<file path="config.mk">
export PLATFORM = sky130hd
export DESIGN_NAME = sdc_core
export DESIGN_NICKNAME = d
export VERILOG_FILES = /design/src/include/sdc_pkg.sv /design/src/core/sdc_core.sv
export SDC_FILE = /design/constraint.sdc
export NUM_CORES = 1
export LEC_CHECK = 0
export BUFFER_PORTS_ARGS = -buffer_cell sky130_fd_sc_hd__buf_2
export CAP_MARGIN = 20
export CORE_UTILIZATION = 45
export DETAILED_ROUTE_END_ITERATION = 10
export PLACE_DENSITY = 0.66
export SETUP_SLACK_MARGIN = 0.3
export SYNTH_ARGS = -nofsm -noshare
export SYNTH_HDL_FRONTEND = slang
export SYNTH_SLANG_ARGS = --single-unit
</file>
<file path="constraint.sdc">
create_clock -name clk_i -period 12.9 [get_ports clk_i]
set_input_delay 1.935 -clock clk_i [delete_from_list [all_inputs] [get_ports clk_i]]
set_output_delay 1.935 -clock clk_i [all_outputs]
set_load 0.01 [all_outputs]
</file>
<file path="src/include/sdc_pkg.sv">
// servo drive control-input package: register map, field positions, codes, timing
// assumes a 125 MHz core clock and a 32-bit apb register bus
package sdc_pkg;

	// core clock
	localparam int unsigned CLK_MHZ = 125;

	// servo activation latencies, figure in its own unit
	localparam int unsigned SERVO_ON_INPUT_FIRST_MS = 3200;  // 3.2 s
	localparam int unsigned SERVO_ON_INPUT_LATER_MS = 170;
	// longest times, so round down
	localparam int unsigned SERVO_ON_INPUT_FIRST_CYC = SERVO_ON_INPUT_FIRST_MS * 1000 * CLK_MHZ;
	localparam int unsigned SERVO_ON_INPUT_LATER_CYC = SERVO_ON_INPUT_LATER_MS * 1000 * CLK_MHZ;

	// register byte offsets
	localparam logic [7:0] REG_CTRL   = 8'h00;
	localparam logic [7:0] REG_CMD    = 8'h04;
	localparam logic [7:0] REG_DECEL  = 8'h08;
	localparam logic [7:0] REG_STATUS = 8'h0C;
	localparam logic [7:0] REG_CHLIM  = 8'h10;
	localparam logic [7:0] REG_CHAN   = 8'h14;

	// control and command bits
	localparam int CTRL_LIM_INV = 0;
	localparam int CTRL_FLIP    = 1;
	localparam int CMD_DISABLE  = 0;
	localparam int CMD_ENABLE   = 1;
	localparam int CMD_ESC_B    = 2;
	localparam int CMD_ESC_C    = 3;
	localparam int CMD_WCLR     = 4;

	// deceleration fields, units of 0.1 s^-2
	localparam int DEC_STOP_LSB = 16;
	localparam logic [15:0] DEC_STOP_MAX = 16'h1F40;  // 800.0
	localparam logic [15:0] DEC_RST      = 16'h0000;
	localparam logic [7:0]  CHLIM_RST    = 8'hFF;

	// alarm and warning codes on the status display
	localparam logic [7:0] CODE_NONE = 8'h00;
	localparam logic [7:0] CODE_F3   = 8'hF3;
	localparam logic [7:0] CODE_F5   = 8'hF5;
	localparam logic [7:0] CODE_P5   = 8'h50;

	// synchronised input vector layout
	localparam int IN_CW   = 0;
	localparam int IN_CCW  = 1;
	localparam int IN_SERVO_ON_INPUT = 2;
	localparam int IN_HALT = 3;
	localparam int IN_RUN  = 4;
	localparam int IN_PWR  = 5;
	localparam int IN_CH   = 6;
	localparam int IN_W    = 14;

	typedef enum logic [3:0] {
		SDC_SV_OFF    = 4'b0001,
		SDC_SV_WAIT   = 4'b0010,
		SDC_SV_ON     = 4'b0100,
		SDC_SV_CMDOFF = 4'b1000
	} sdc_sv_t;

	// apb request as seen by the slave
	typedef struct packed {
		logic        psel;
		logic        penable;
		logic        pwrite;
		logic [7:0]  paddr;
		logic [31:0] pwdata;
	} sdc_apb_req_t;

	// whole module state
	typedef struct packed {
		logic [IN_W-1:0] s1;
		logic [IN_W-1:0] s2;
		logic [IN_W-1:0] s3;
		logic [IN_W-1:0] filt;
		logic            run_prev;
		sdc_sv_t         sv;
		logic [31:0]     cnt;
		logic            first_done;
		logic            ot;
		logic            ot_dir;
		logic            halt_decel;
		logic            warn_f5;
		logic            warn_p5;
		logic            lim_inv;
		logic            flip;
		logic [15:0]     mb;
		logic [15:0]     md;
		logic [7:0]      chan_lim;
		logic [7:0]      chan;
		logic            pready;
		logic            pslverr;
		logic [31:0]     prdata;
		logic            svact;
		logic            drive_ok;
		logic            dbrake;
		logic            err_clr;
		logic            plus_ent;
		logic            minus_ent;
		logic [7:0]      code;
		logic            pos_go;
		logic            pos_dir;
		logic            pos_rej;
		logic            esc_go;
		logic            esc_dir;
		logic            prog_go;
		logic [15:0]     decel_rate;
		logic            pulse;
	} sdc_state_t;

endpackage : sdc_pkg

</file>
<file path="src/core/sdc_core.sv">
// servo drive control inputs: limits, servo on, program start, halt interlock
// assumes apb master on clk_i; pins asynchronous; motion engine on clk_i
`timescale 1ns/1ps

module sdc_core #(
	parameter logic [31:0] FIRST_CYC = sdc_pkg::SERVO_ON_INPUT_FIRST_CYC,
	parameter logic [31:0] LATER_CYC = sdc_pkg::SERVO_ON_INPUT_LATER_CYC
) (
	// clock and reset
	input  wire logic        clk_i,
	input  wire logic        sys_rst_i,
	// apb slave
	input  wire logic        psel_i,
	input  wire logic        penable_i,
	input  wire logic        pwrite_i,
	input  wire logic [7:0]  paddr_i,
	input  wire logic [31:0] pwdata_i,
	output logic      [31:0] prdata_o,
	output logic             pready_o,
	output logic             pslverr_o,
	// discrete pins from the master controller
	input  wire logic        cw_limit_input_i,
	input  wire logic        ccw_limit_input_i,
	input  wire logic        servo_on_input_i,
	input  wire logic        halt_input_i,
	input  wire logic        prog_start_input_i,
	input  wire logic [7:0]  program_channel_select_i,
	input  wire logic        main_power_i,
	// discrete outputs to the master controller
	output logic             drive_ok_out_o,
	output logic             servo_active_out_o,
	output logic             plus_entry_flag_out_o,
	output logic             minus_entry_flag_out_o,
	output logic [7:0]       alarm_code_o,
	// motion engine status
	input  wire logic        moving_i,
	input  wire logic        motion_dir_i,
	input  wire logic        busy_i,
	input  wire logic        pos_req_i,
	input  wire logic        pos_req_dir_i,
	input  wire logic        pulse_step_i,
	// motion engine control
	output logic             pos_go_o,
	output logic             pos_dir_o,
	output logic             pos_reject_o,
	output logic             esc_go_o,
	output logic             esc_dir_o,
	output logic             ot_stop_o,
	output logic             dyn_brake_o,
	output logic             err_clear_o,
	output logic             decel_stop_o,
	output logic [15:0]      decel_rate_o,
	output logic             pulse_step_o,
	output logic             prog_go_o,
	output logic [7:0]       prog_channel_o
);

	sdc_pkg::sdc_state_t   r;
	sdc_pkg::sdc_state_t   n;
	sdc_pkg::sdc_apb_req_t bus;

	// bundle the bus request
	assign bus = '{psel: psel_i, penable: penable_i, pwrite: pwrite_i,
	               paddr: paddr_i, pwdata: pwdata_i};

	// all outputs straight from the state register
	assign prdata_o               = r.prdata;
	assign pready_o               = r.pready;
	assign pslverr_o              = r.pslverr;
	assign drive_ok_out_o         = r.drive_ok;
	assign servo_active_out_o     = r.svact;
	assign plus_entry_flag_out_o  = r.plus_ent;
	assign minus_entry_flag_out_o = r.minus_ent;
	assign alarm_code_o           = r.code;
	assign pos_go_o               = r.pos_go;
	assign pos_dir_o              = r.pos_dir;
	assign pos_reject_o           = r.pos_rej;
	assign esc_go_o               = r.esc_go;
	assign esc_dir_o              = r.esc_dir;
	assign ot_stop_o              = r.ot;
	assign dyn_brake_o            = r.dbrake;
	assign err_clear_o            = r.err_clr;
	assign decel_stop_o           = r.halt_decel;
	assign decel_rate_o           = r.decel_rate;
	assign pulse_step_o           = r.pulse;
	assign prog_go_o              = r.prog_go;
	assign prog_channel_o         = r.chan;

	// next-state logic
	always_comb begin
		logic [sdc_pkg::IN_W-1:0] agree;
		logic                     lim_cw;
		logic                     lim_ccw;
		logic                     lim_plus;
		logic                     lim_minus;
		logic                     lim_hit;
		logic                     lim_entry;
		logic                     servo_on_input;
		logic                     halt;
		logic                     pwr;
		logic                     run_edge;
		logic [7:0]               sel;
		logic                     acc;
		logic                     wr;
		logic [31:0]              cmd;
		logic                     pending;
		agree = '0;
		lim_cw = 1'b0;
		lim_ccw = 1'b0;
		lim_plus = 1'b0;
		lim_minus = 1'b0;
		lim_hit = 1'b0;
		lim_entry = 1'b0;
		servo_on_input = 1'b0;
		halt = 1'b0;
		pwr = 1'b0;
		run_edge = 1'b0;
		sel = '0;
		acc = 1'b0;
		wr = 1'b0;
		cmd = '0;
		pending = 1'b0;
		n = r;

		// three-stage sync; a change counts once stages two and three agree
		n.s1 = {program_channel_select_i, main_power_i, prog_start_input_i,
		        halt_input_i, servo_on_input_i, ccw_limit_input_i, cw_limit_input_i};
		n.s2 = r.s1;
		n.s3 = r.s2;
		agree = ~(r.s2 ^ r.s3);
		n.filt = (r.s3 & agree) | (r.filt & ~agree);
		servo_on_input = r.filt[sdc_pkg::IN_SERVO_ON_INPUT];
		halt = r.filt[sdc_pkg::IN_HALT];
		pwr  = r.filt[sdc_pkg::IN_PWR];
		sel  = r.filt[sdc_pkg::IN_CH +: 8];
		n.run_prev = r.filt[sdc_pkg::IN_RUN];
		run_edge = r.filt[sdc_pkg::IN_RUN] & ~r.run_prev;

		// limit active when the pin is off, unless polarity inverted
		lim_cw  = r.filt[sdc_pkg::IN_CW] ^ ~r.lim_inv;
		lim_ccw = r.filt[sdc_pkg::IN_CCW] ^ ~r.lim_inv;
		// flip only changes which physical side is "plus", not the pin roles
		lim_plus  = r.flip ? lim_ccw : lim_cw;
		lim_minus = r.flip ? lim_cw : lim_ccw;

		// apb: pready answers one cycle into the access phase; a write lands only at
		// the edge where the master sees pready, so it cannot land twice or early
		acc = bus.psel & bus.penable & ~r.pready;
		wr  = bus.psel & bus.penable & bus.pwrite & r.pready;
		n.pready  = acc;
		n.pslverr = 1'b0;
		n.prdata  = '0;
		// register writes
		if (wr) begin
			case (bus.paddr)
				sdc_pkg::REG_CTRL: begin
					n.lim_inv = bus.pwdata[sdc_pkg::CTRL_LIM_INV];
					n.flip    = bus.pwdata[sdc_pkg::CTRL_FLIP];
				end
				sdc_pkg::REG_CMD: begin
					cmd = bus.pwdata;
				end
				sdc_pkg::REG_DECEL: begin
					n.mb = bus.pwdata[15:0];
					// out-of-range stop deceleration is refused, old value kept
					if (bus.pwdata[31:16] <= sdc_pkg::DEC_STOP_MAX) begin
						n.md = bus.pwdata[31:16];
					end
				end
				sdc_pkg::REG_CHLIM: begin
					n.chan_lim = bus.pwdata[7:0];
				end
				default: begin
					// read-only and unmapped offsets drop the write
					cmd = '0;
				end
			endcase
		end
		// register reads and the error answer
		if (acc) begin
			case (bus.paddr)
				sdc_pkg::REG_CTRL: begin
					n.prdata = {30'h0000_0000, r.flip, r.lim_inv};
				end
				sdc_pkg::REG_CMD: begin
					n.prdata = '0;
				end
				sdc_pkg::REG_DECEL: begin
					n.prdata = {r.md, r.mb};
				end
				sdc_pkg::REG_STATUS: begin
					// state flags, filtered channel pins, display code
					n.prdata = {8'h00, r.code, r.filt[sdc_pkg::IN_CH +: 8], halt, servo_on_input,
					            r.warn_p5, r.warn_f5, r.halt_decel, r.ot_dir, r.ot, r.svact};
				end
				sdc_pkg::REG_CHLIM: begin
					n.prdata = {24'h00_0000, r.chan_lim};
				end
				sdc_pkg::REG_CHAN: begin
					n.prdata = {24'h00_0000, r.chan};
				end
				default: begin
					n.pslverr = 1'b1;
				end
			endcase
		end

		// servo sequencing
		n.err_clr = 1'b0;
		n.drive_ok = pwr;
		case (r.sv)
			sdc_pkg::SDC_SV_OFF: begin
				if (servo_on_input && pwr && r.drive_ok) begin
					n.sv  = sdc_pkg::SDC_SV_WAIT;
					n.cnt = r.first_done ? LATER_CYC : FIRST_CYC;
				end
			end
			sdc_pkg::SDC_SV_WAIT: begin
				n.cnt = r.cnt - 32'h0000_0001;
				if (!servo_on_input || !pwr) begin
					n.sv = sdc_pkg::SDC_SV_OFF;
					n.err_clr = 1'b1;
				end else if (r.cnt <= 32'h0000_0001) begin
					n.sv = sdc_pkg::SDC_SV_ON;
					n.first_done = 1'b1;
				end
			end
			sdc_pkg::SDC_SV_ON: begin
				if (!pwr) begin
					n.sv = sdc_pkg::SDC_SV_OFF;
					n.warn_p5 = 1'b1;
					n.err_clr = 1'b1;
				end else if (!servo_on_input) begin
					n.sv = sdc_pkg::SDC_SV_OFF;
					n.err_clr = 1'b1;
				end else if (cmd[sdc_pkg::CMD_DISABLE]) begin
					n.sv = sdc_pkg::SDC_SV_CMDOFF;
					// any drop from on empties the error counter
					n.err_clr = 1'b1;
				end
			end
			sdc_pkg::SDC_SV_CMDOFF: begin
				if (!servo_on_input || !pwr) begin
					n.sv = sdc_pkg::SDC_SV_OFF;
				end else if (cmd[sdc_pkg::CMD_ENABLE]) begin
					n.sv  = sdc_pkg::SDC_SV_WAIT;
					n.cnt = LATER_CYC;
				end
			end
			default: begin
				n.sv = sdc_pkg::SDC_SV_OFF;
			end
		endcase
		// status outputs follow the next state so they change with it
		n.svact  = (n.sv == sdc_pkg::SDC_SV_ON);
		// brake holds the shaft in the off and command-off states; released during the activation wait
		n.dbrake = (n.sv == sdc_pkg::SDC_SV_OFF) || (n.sv == sdc_pkg::SDC_SV_CMDOFF);

		// over-travel: only a limit in the moving direction trips
		lim_hit   = moving_i & (motion_dir_i ? lim_minus : lim_plus);
		lim_entry = r.ot_dir ? lim_minus : lim_plus;
		if (r.ot) begin
			// leaving the zone by any means, servo on or off, releases the latch
			if (!lim_entry) begin
				n.ot = 1'b0;
			end
		end else if (lim_hit) begin
			n.ot     = 1'b1;
			n.ot_dir = motion_dir_i;
		end
		n.plus_ent  = n.ot & ~n.ot_dir;
		n.minus_ent = n.ot & n.ot_dir;

		// halt: once begun, deceleration runs to standstill
		if (halt && busy_i) begin
			n.halt_decel = 1'b1;
		end else if (!moving_i) begin
			n.halt_decel = 1'b0;
		end
		// zero stop value falls back to the normal deceleration
		n.decel_rate = (r.md != sdc_pkg::DEC_RST && r.md > r.mb) ? r.md : r.mb;
		// steps are dropped, not queued, while halt stands
		n.pulse = pulse_step_i & r.svact & ~halt;

		// positioning requests from the internal command path
		n.pos_go  = 1'b0;
		n.pos_rej = 1'b0;
		n.pos_dir = pos_req_dir_i;
		if (pos_req_i) begin
			if (r.svact && !halt && !r.halt_decel && !(r.ot && pos_req_dir_i == r.ot_dir)) begin
				n.pos_go = 1'b1;
			end else begin
				n.pos_rej = 1'b1;
			end
		end

		// escape shortcut: direction is forced, never taken from software
		n.esc_go  = (cmd[sdc_pkg::CMD_ESC_B] | cmd[sdc_pkg::CMD_ESC_C]) & r.ot & r.svact & ~halt;
		n.esc_dir = ~r.ot_dir;

		// program start with its checks
		n.prog_go = 1'b0;
		pending = r.ot | r.warn_f5 | r.warn_p5;
		if (cmd[sdc_pkg::CMD_WCLR]) begin
			// clear first so a same-cycle event below wins
			n.warn_f5 = 1'b0;
			if (r.sv != sdc_pkg::SDC_SV_ON || pwr) begin
				n.warn_p5 = 1'b0;
			end
		end
		if (run_edge) begin
			n.chan = sel;
			if (busy_i || sel > r.chan_lim || !r.svact || pending) begin
				n.warn_f5 = 1'b1;
			end else if (halt) begin
				n.warn_f5 = 1'b1;
			end else begin
				n.prog_go = 1'b1;
			end
		end
		if (r.sv == sdc_pkg::SDC_SV_ON && !pwr) begin
			n.warn_p5 = 1'b1;
		end

		// display code: alarm above warnings
		if (n.ot) begin
			n.code = sdc_pkg::CODE_F3;
		end else if (n.warn_p5) begin
			n.code = sdc_pkg::CODE_P5;
		end else if (n.warn_f5) begin
			n.code = sdc_pkg::CODE_F5;
		end else begin
			n.code = sdc_pkg::CODE_NONE;
		end
	end

	// state register; reset loads constants only
	always_ff @(posedge clk_i or posedge sys_rst_i) begin
		if (sys_rst_i) begin
			r          <= '0;
			r.sv       <= sdc_pkg::SDC_SV_OFF;
			r.mb       <= sdc_pkg::DEC_RST;
			r.md       <= sdc_pkg::DEC_RST;
			r.chan_lim <= sdc_pkg::CHLIM_RST;
			r.dbrake   <= 1'b1;
		end else begin
			r <= n;
		end
	end

endmodule : sdc_core

</file>
==> results of run 1 <==
cells by family (layout without fill, tap and decap cells):
logic type,count (synthesis),in the layout,synth area share [%]
AOI/OAI and AO/OA,185,185,11.9
xor gates and xnor gates,4,4,0.366
adders and majority gates,40,40,4.86
buffers and inverters,126,226,7.63
DFF,215,215,56.3
muxes,57,57,6.68
other,1,4,0.0392
and+or+nand+nor,213,213,12.2
power breakdown:
part           leakage [uW]  switching, uW  internal [uW]
logic               0.00214           88.9           63.7
registers           0.00274           51.8            720
clock network      0.000385            266            409
metal layers:
metal / vias to the layer above / GRT usage [%] / share of wire [%]
met5: - / 0 / 0.088
met4: 4 / 6.39 / 2.7
met3: 44 / 4.66 / 6.6
met1: 3299 / 29.8 / 46
met2: 193 / 30.4 / 44
li1: 3106 / - / -
path summary, 6_finish.rpt:
check                           start              end  slack (ps)  cells past startpoint
min in group asynchronous   sys_rst_i           n[180]        1630                      2
max reg2reg                    r[102]  decel_rate_o[0]       10150                      8
min reg2reg                    n[202]           n[188]         350                      0
max in group asynchronous   sys_rst_i            r[81]       10100                      4
max                        paddr_i[7]            r[79]        8950                      6
min                            n[202]           n[188]         350                      0
synth_stat cells (all sizes together) (8+ instances only):
| library cell | n | area share [%] |
|---|---|---|
| nor2 | 57 | 2.3 |
| o21ai | 48 | 2.5 |
| dfstp | 10 | 2.7 |
| dfrtp | 205 | 54 |
| ha | 26 | 3.4 |
| a31oi | 8 | 0.52 |
| nor3 | 16 | 1.2 |
| nand4 | 10 | 0.72 |
| buf | 73 | 5.6 |
| a21oi | 60 | 3.1 |
| mux2 | 55 | 6.5 |
| and3 | 13 | 0.85 |
| a22oi | 25 | 2.0 |
| nand3 | 12 | 0.63 |
| clkbuf | 19 | 0.75 |
| maj3 | 14 | 1.5 |
| nand2 | 48 | 1.9 |
| nor4 | 13 | 1.2 |
| inv | 34 | 1.3 |
critical path: stages:
cell     delay, ps
buf_2           90
or2_2          340
nor4_1         680
and3_1         500
and2b_1        440
mux2_2         380
state kept, by name, indices dropped and copies added, names as in the netlist, 4 cells and up, named ones only:
| register | cells |
|---|---|
| r | 97 |
| prdata_o | 32 |
| n | 28 |
| decel_rate_o | 16 |
| prog_channel_o | 8 |
| alarm_code_o | 4 |
per-stage QoR:
step / instance area, um^2 / std cells / utilization [%] / setup slack [ps] / hold WS, ps
4_1_cts: 10900 / 1209 / 52.9 / 9050 / 348
3_3_place_gp: 10100 / 1169 / 49.2 / 8560 / 333
5_1_grt: 10900 / 1212 / 53.1 / 8830 / 351
2_1_floorplan: 9570 / 841 / - / 5100 / 331
6_report: 10900 / 1214 / 53.2 / 8950 / 346
3_5_place_dp: 10100 / 1169 / 49.2 / 8510 / 335
cell type report:
class / instances / share of cell area, %
diodes: 3 / 0.0687
inverters: 34 / 1.24
well taps: 270 / 3.09
clock inverters: 11 / 1.25
multi-input cells: 500 / 31.8
flip-flops and latches: 215 / 49.3
repair buffers: 152 / 7.39
clock buffers: 29 / 5.84
==> impl_results.md, run 1 <==
* Result of the run: finished clean
* Part of the Yosys area used for sequential elements at a little under three fifths
* Initial drt markers at approximately 430
* Cell variety after synth at 67
* Count of vias placed by the detailed router at ~6600
* Later-pin clock latency in the skew report at 510 ps
* Max-slew headroom at the worst pin at about a third
* Leading cell type in the layout, fill and taps excluded: dfrtp_1
* Final setup violation count at 0
* Total routing resource utilization after global routing at 20.5%
* Setup repair after global routing missed its margin: false
* Arrival time of the worst setup path at about 4400 ps
* Slew @ Worst Pin at 1000 ps
* Period Utilization, post-route at between 30% and 40%
* Synthesis-to-finish area growth at 14.2%
* Detailed-route wire length at between 20 and 25 mm
* Yosys warnings at 0
* Final number of max-transition violations at 0
* Footprint of the multi-input gates at about 3500 um^2
* Category of the critical setup timing path: in2reg
* Ratio of cells with drive above 1 in the final layout at 29.8%
* Fin crit period at ~4000 ps
* Number of flops mapped to enable cells by yosys at 0
* Number of violations of the max-capacitance limit at 0
* WL per Instance at between 15 and 20 um
* Number of nets in the finished design at 1017
* Chip height at 148 um
* Die ar. at around 22000 um^2
* Sort of element at the end of the critical path: register
* Startpoint kind of the worst setup timing path: primary input
* Starting density of the core at a little under half
* Number of vias per cell after detailed routing at 5.47
* Total CTS buffers at 23
* Register Area at 5390 um^2
* Detail Placement HPWL at roughly 15 mm
* Detailed-router iteration count before antenna repair at 5
* Leak pwr at roughly 0.0053 uW
* Global-route wire length before repair at approximately 35 mm
* Clock-pin slew on the worst setup and hold paths at 60 ps
* Cell area after technology mapping at 9570 um^2
* Deepest level of the CTS H-tree at 1
* Layout filler cell count at 1817
* Via count of the first global-routing pass at ~6400
* Synthesized Nets at about 930
* Core Region at about 21000 um^2
* Maximum number of pins on one net before global-route repair at about 140
* Synthesized flop and latch total at approximately 220
* Max frequency at about 250 MHz
* Initial antenna violation count at 5
* Clock root buffer: clkbuf_16
* Count of endpoints failing hold in the final timing report at 0
* Worst-case vdd ir drop at approximately 110 uV
* Largest fanout of any net on the critical path at 15
* Port buffer count at ~140
* Critical path required time at about 13000 ps
* Synthesized area per cell at between 10 and 15 um^2
* Bufs on Longest Clock Path at 3
* Cts repair resizes at 0
* Worst hold-check path type: reg2reg
* Skew final at between 9 and 10 ps
* Post-route ant nets at 0
* Drt drc at 0
* Top library cells by usage in the layout, fill and taps aside: dfrtp_1 (205), buf_2 (144), a21oi_1 (60)
* Placer's final routability congestion estimate at 0.840
* Flip-flop cell with the highest count after synthesis: dfrtp_1
* Cell row count at 52
* Total Negative Setup Slacks at 0 ps
* Hold buffer count at CTS at 0
* Width of the die at 148 um
* Clock tree from TritonCTS: done
* Design Power at approximately 1600 uW
* Clock net sink count at around 220
* Post-synthesis instance total at roughly 840
* Async S/R FF share, synth at between 90% and 100%
* Grt total ovfl at 0
* IO Pins at about 150
* Setup repair bufs after CTS at 0
* Power density of the placed cells at between 100 and 150 nW/um^2
Note: power is estimated with default switching activity, not from simulation.
==> run 2, diff against run 1 <==
Clock period 12.9 ns to 4 ns, I/O delays scaled along.
==> run 2 against run 1 <==
Against the previous run: count of clock-buffer cells in the layout shrank 1; via count shrank 1.4%; power grew to 3.4 times the previous value; clock skew grew 0.81 ps; cell count grew 0.41%; critical path type is now reg2reg; largest power group unchanged.
==> impl_results.md, run 2 (synthesis gave the netlist of run 1 again) <==
* Result of the run: finished clean (unchanged)
* Initial antenna violation count at 2 (was 5)
* Largest fanout of any net on the critical path at 10 (was 15)
* Category of the critical setup timing path: reg2reg (was in2reg)
* Via count of the first global-routing pass at 6132 (was 6404)
* Die ar. at 21900 um^2 (unchanged)
* Max-slew headroom at the worst pin at 37.8% (was 32.2%)
* Fin crit period at roughly 2800 ps
* Critical Path Source: r[102] (was paddr_i[7])
* End of the worst register-to-register path: decel_rate_o[5] (was decel_rate_o[0])
* Cts repair resizes at 0 (unchanged)
* Ratio of cells with drive above 1 in the final layout at 30.5% (was 29.8%)
* CP Capture Point: decel_rate_o[5] (was r[79])
* Maximum number of pins on one net before global-route repair at 122 (was 138)
* Worst reg-to-reg path cell count at 8 (unchanged)
* Leak pwr at 0.00533 uW (was 0.00527 uW)
* Hold buffer count at CTS at 0 (unchanged)
* Initial drt markers at 345 (was 431)
* Final number of max-transition violations at 0 (unchanged)
* Number of violations of the max-capacitance limit at 0 (unchanged)
* Later-pin clock latency in the skew report at 510 ps (about the same)
* Largest Register: r (unchanged)
* WL per Instance at 17.7 um (was 17.9 um)
* Placer's final routability congestion estimate at 0.820 (was 0.840)
* Arrival time of the worst setup path at 3150 ps (was 4380 ps)
* Clock power frac at 44.7% (was 42.2%)
* Synthesis-to-finish area growth at 15.5% (was 14.2%)
* Worst hold-check path type: in2async (was reg2reg)
* Core Region at 20600 um^2 (unchanged)
* Cell row count at 52 (unchanged)
* Max frequency at 362 MHz
* Detailed-route wire length at 21.6 mm (was 21.7 mm)
* Number of nets in the finished design at 1021 (was 1017)
* Detailed-router iteration count before antenna repair at 5 (unchanged)
* Int Power at 4050 uW (was 1190 uW)
* Sort of element at the end of the critical path: register (unchanged)
* Period Utilization, post-route at 69.0%
* Count of vias placed by the detailed router at 6552 (was 6646)
* Clock root buffer: clkbuf_16 (unchanged)
* Worst-case hold slack at 64.3 ps (was 346 ps)
* Design Power at 5390 uW (was 1600 uW)
* Detail Placement HPWL at 15.2 mm (about the same)
* Clock-pin slew on the worst setup and hold paths at 60 ps (about the same)
* Leading cell type in the layout, fill and taps excluded: dfrtp_1 (unchanged)
* Top library cells by usage in the layout, fill and taps aside: dfrtp_1 (205), buf_2 (144), a21oi_1 (60) (unchanged)
* Placed inst area at 10200 um^2 (was 10100 um^2)
* Total routing resource utilization after global routing at 20.1% (was 20.5%)
* Flip-flop count of the largest register after layout at 97 (unchanged)
* Post-route ant nets at 0 (unchanged)
* Number of vias per cell after detailed routing at 5.37 (was 5.47)
* Final setup violation count at 0 (unchanged)
* Start of the worst register-to-register path: r[102] (unchanged)
* Total CTS buffers at 24 (was 23)
* Power density of the placed cells at 487 nW/um^2 (was 146 nW/um^2)
* Final core area utilization at 53.7% (was 53.2%)
* Count of endpoints failing hold in the final timing report at 0 (unchanged)
* Cell area after layout at 11000 um^2 (was 10900 um^2)
* Worst-case vdd ir drop at 361 uV (was 112 uV)
* Chip height at 148 um (unchanged)
* Share of total power in sequential cells at 46.3% (was 48.3%)
* Bufs on Longest Clock Path at 3 (unchanged)
* Net switching component of the power at 1340 uW (was 406 uW)
* Starting density of the core at 46.5% (unchanged)
* Setup slack of the worst register-to-register path at 1240 ps (was 10150 ps)
* Register Area at 5390 um^2 (unchanged)
* Grt total ovfl at 0 (unchanged)
* Setup repair after global routing missed its margin: false (unchanged)
* Skew final at 10.5 ps (was 9.65 ps)
* Clock tree from TritonCTS: done (unchanged)
* Drt drc at 0 (unchanged)
* Deepest level of the CTS H-tree at 1 (unchanged)
* Setup repair bufs after CTS at 0 (unchanged)
* Startpoint kind of the worst setup timing path: register (was primary input)
* Slew @ Worst Pin at 925 ps (was 1000 ps)
* Clock net sink count at 215 (unchanged)
* Layout filler cell count at 1824 (was 1817)
* Portion of total power attributed to combinational logic at 9.1% (was 9.5%)
* Width of the die at 148 um (unchanged)
* Footprint of the multi-input gates at 3470 um^2 (unchanged)
* Fraction of power spent switching nets at 24.9% (was 25.4%)
* IO Pins at 146 (unchanged)
* Critical path required time at 4390 ps (was 13340 ps)
* Global-route wire length before repair at 33.9 mm (was 34.9 mm)
* Total Negative Setup Slacks at 0 ps (unchanged)
* Port buffer count at 144 (unchanged)
[run 2: critical path, stage by stage (launching register included)]
cell and delay [ps]:
dfrtp_1 460, ha_1 350, nand4_1 160, or2_2 340, o22ai_1 120, nor3_1 70, nor2_1 470, buf_4 300
mux2_2 370
[run 2: worst min-delay path by stage]
stage	from	endpoint	slack, ps
after global routing	sys_rst_i	n[191]	80
after floorplan	n[192]	n[178]	330
after CTS	sys_rst_i	n[191]	60
final	sys_rst_i	n[191]	60
after global placement	n[205]	n[191]	330
after detailed placement	n[197]	n[183]	330
[run 2: area by class of cell]
type | count | share of cell area (%)
Multi-Input combinational cell | 500 | 31.4
Sequential cell | 215 | 48.8
Clock buffer | 28 | 6.04
Clock inverter | 16 | 1.97
Inverter | 34 | 1.19
Antenna cell | 1 | 0.0226
Timing Repair Buffer | 155 | 7.47
Tap cell | 270 | 3.06
[run 2: metrics by stage]
stage | setup slack [ps] | std cells
after floorplan | 610 | 841
after global placement | 873 | 1173
after detailed placement | 898 | 1173
after CTS | 1240 | 1217
after global routing | 1080 | 1218
final | 1240 | 1219
[run 2: power by group through the flow]
stage          sequential (uW)  combinational, uW  clock (uW)
2_1_floorplan             2480                379           0
3_3_place_gp              2520                484           0
3_5_place_dp              2530                492           0
4_1_cts                   2490                494        2460
5_1_grt                   2510                549        2540
6_report                  2490                487        2410
[run 2: layer usage]
layer / track usage, % / vias up / part of all wire [%]
met3: 3.58 / 28 / 4.9
met5: 0 / - / 0.037
li1: - / 3111 / -
met1: 30.2 / 3258 / 49
met4: 4.59 / 2 / 1.6
met2: 30.2 / 153 / 44
==> run 3, diff against run 2 <==
Clock period 4 ns to 2.9 ns, I/O delays scaled along.
==> run 3 against run 2 <==
Against the previous run: routed wire length grew 2.1%; final area is essentially flat; sequential cell count is the same; utilization is essentially flat; setup slack lost 730 ps; cell count grew 1.2%; register-to-register slack lost 730 ps; sequential power grew 37%; largest power group unchanged.
==> impl_results.md, run 3 (synthesis gave the netlist of run 1 again) <==
* Detailed-route wire length at 22.1 mm (was 21.6 mm)
* Synthesis-to-finish area growth at 15.6% (was 15.5%)
* Result of the run: finished clean (unchanged)
* Leading cell type in the layout, fill and taps excluded: dfrtp_1 (unchanged)
* IO Pins at 146 (unchanged)
* Maximum number of pins on one net before global-route repair at 119 (was 122)
* Number of vias per cell after detailed routing at 5.38 (was 5.37)
* Leak pwr at 0.00536 uW (was 0.00533 uW)
* Setup repair after global routing missed its margin: false (unchanged)
* Fin crit period at 2390 ps (was 2760 ps)
* Deepest level of the CTS H-tree at 1 (unchanged)
* Worst hold-check path type: in2reg (was in2async)
* Detail Placement HPWL at 15.7 mm (was 15.2 mm)
* Total routing resource utilization after global routing at 20.7% (was 20.1%)
* Number of nets in the finished design at 1037 (was 1021)
* Cell row count at 52 (unchanged)
* Start of the worst register-to-register path: r[135] (was r[102])
* Final setup violation count at 0 (unchanged)
* Final worst slack at 509 ps (was 1240 ps)
* Port buffer count at 144 (unchanged)
* Final core area utilization at 53.8% (was 53.7%)
* Slew @ Worst Pin at 939 ps (was 925 ps)
* Critical path required time at 3340 ps (was 4390 ps)
* Top library cells by usage in the layout, fill and taps aside: dfrtp_1 (205), buf_2 (144), a21oi_1 (60) (unchanged)
* Number of violations of the max-capacitance limit at 0 (unchanged)
* Power density of the placed cells at 635 nW/um^2 (was 487 nW/um^2)
* Grt total ovfl at 0 (unchanged)
* Arrival time of the worst setup path at 2830 ps (was 3150 ps)
* Placer's final routability congestion estimate at 0.848 (was 0.820)
* Total CTS buffers at 23 (was 24)
* Setup repair bufs after CTS at 0 (unchanged)
* Initial antenna violation count at 2 (unchanged)
* Startpoint kind of the worst setup timing path: register (unchanged)
* Initial drt markers at 366 (was 345)
* Max frequency at 418 MHz (was 362 MHz)
* Flip-flop count of the largest register after layout at 97 (unchanged)
* Max-slew headroom at the worst pin at 36.6% (was 37.8%)
* Die ar. at 21900 um^2 (unchanged)
* Clock root buffer: clkbuf_16 (unchanged)
* Cell depth of the worst min-delay path at 1
* Clock-pin slew on the worst setup and hold paths at 60 ps (about the same)
* Clock tree from TritonCTS: done (unchanged)
* Detailed-router iteration count before antenna repair at 4 (was 5)
* Period Utilization, post-route at 82.4% (was 69.0%)
* Skew final at 19.4 ps (was 10.5 ps)
* Drt drc at 0 (unchanged)
* Post-route ant nets at 0 (unchanged)
* Category of the critical setup timing path: reg2reg (unchanged)
* Critical Path Source: r[135] (was r[102])
* Clock net sink count at 215 (unchanged)
* Setup slack at placement at 349 ps (was 898 ps)
* Via count of the first global-routing pass at 6359 (was 6132)
* Startpoint of the most critical hold path: prog_start_input_i
* Bufs on Longest Clock Path at 3 (unchanged)
* Worst-case vdd ir drop at 378 uV (was 361 uV)
* WL per Instance at 17.9 um (was 17.7 um)
* Largest fanout of any net on the critical path at 7 (was 10)
* Worst reg-to-reg path cell count at 5 (was 8)
* Starting density of the core at 46.5% (unchanged)
* Sort of element at the end of the critical path: register (unchanged)
* Largest Register: r (unchanged)
* Final number of max-transition violations at 0 (unchanged)
* Chip height at 148 um (unchanged)
* Global-route wire length before repair at 35.2 mm (was 33.9 mm)
* Core Region at 20600 um^2 (unchanged)
* Count of endpoints failing hold in the final timing report at 0 (unchanged)
* Later-pin clock latency in the skew report at 520 ps (was 510 ps)
* Width of the die at 148 um (unchanged)
* Count of vias placed by the detailed router at 6642 (was 6552)
* Ratio of cells with drive above 1 in the final layout at 31.0% (was 30.5%)
[run 3: metrics by stage]
stage | instances | cell area, um^2 | TNS, ps | total power, uW | hold WS (ps)
floorplan | 841 | 9570 | -66620 | 3940 | 331
global placement | 1190 | 10300 | 0 | 4200 | 333
detailed placement | 1190 | 10300 | 0 | 4220 | 335
CTS | 1233 | 11000 | 0 | 7100 | 6.52
global route | 1233 | 11100 | 0 | 7320 | 6.96
finish | 1234 | 11100 | 0 | 7030 | 23.2
[run 3: per-layer routing]
layer,up-vias,GRT usage [%],share of wire (%)
li1,3137,-,-
met1,3267,31.1,48
met4,2,5.93,1.9
met3,29,4.04,6.5
met5,-,0,0.054
met2,207,30.4,43
[run 3: critical path, stage by stage (launching register included)]
cell      delay [ps]
dfrtp_1          410
nor4_1           540
nand4b_1         410
or4b_4           640
nor3_4           170
a31o_1           160
[run 3: cell type report]
cell class / count / area, um^2
sequential: 215 / 5390
tap: 270 / 338
clock buffer: 34 / 677
timing repair buffer: 172 / 971
inverter: 34 / 131
antenna: 1 / 2.50
multi-input combinational: 500 / 3480
clock inverter: 8 / 68.8
fill: 1842 / 9500
[run 3: repair_timing]
item                                    4_1_cts  5_1_grt
hold buffers                                  1        0
endpoints found under the hold margin         3        0
endpoints found under the setup margin        0        5
gates resized for setup                       0        2
[run 3: path summary, 6_finish.rpt]
path	to	slack [ps]
max	r[126]	510
min	n[196]	20
max reg2reg	r[126]	510
min reg2reg	n[179]	340
max in group asynchronous	r[149]	1680
min in group asynchronous	n[201]	370
[run 3: report_power, final]
part	internal (uW)	switching, uW	leakage (uW)
registers	3210	220	0.00274
logic	314	429	0.00224
clock network	1700	1160	0.000375
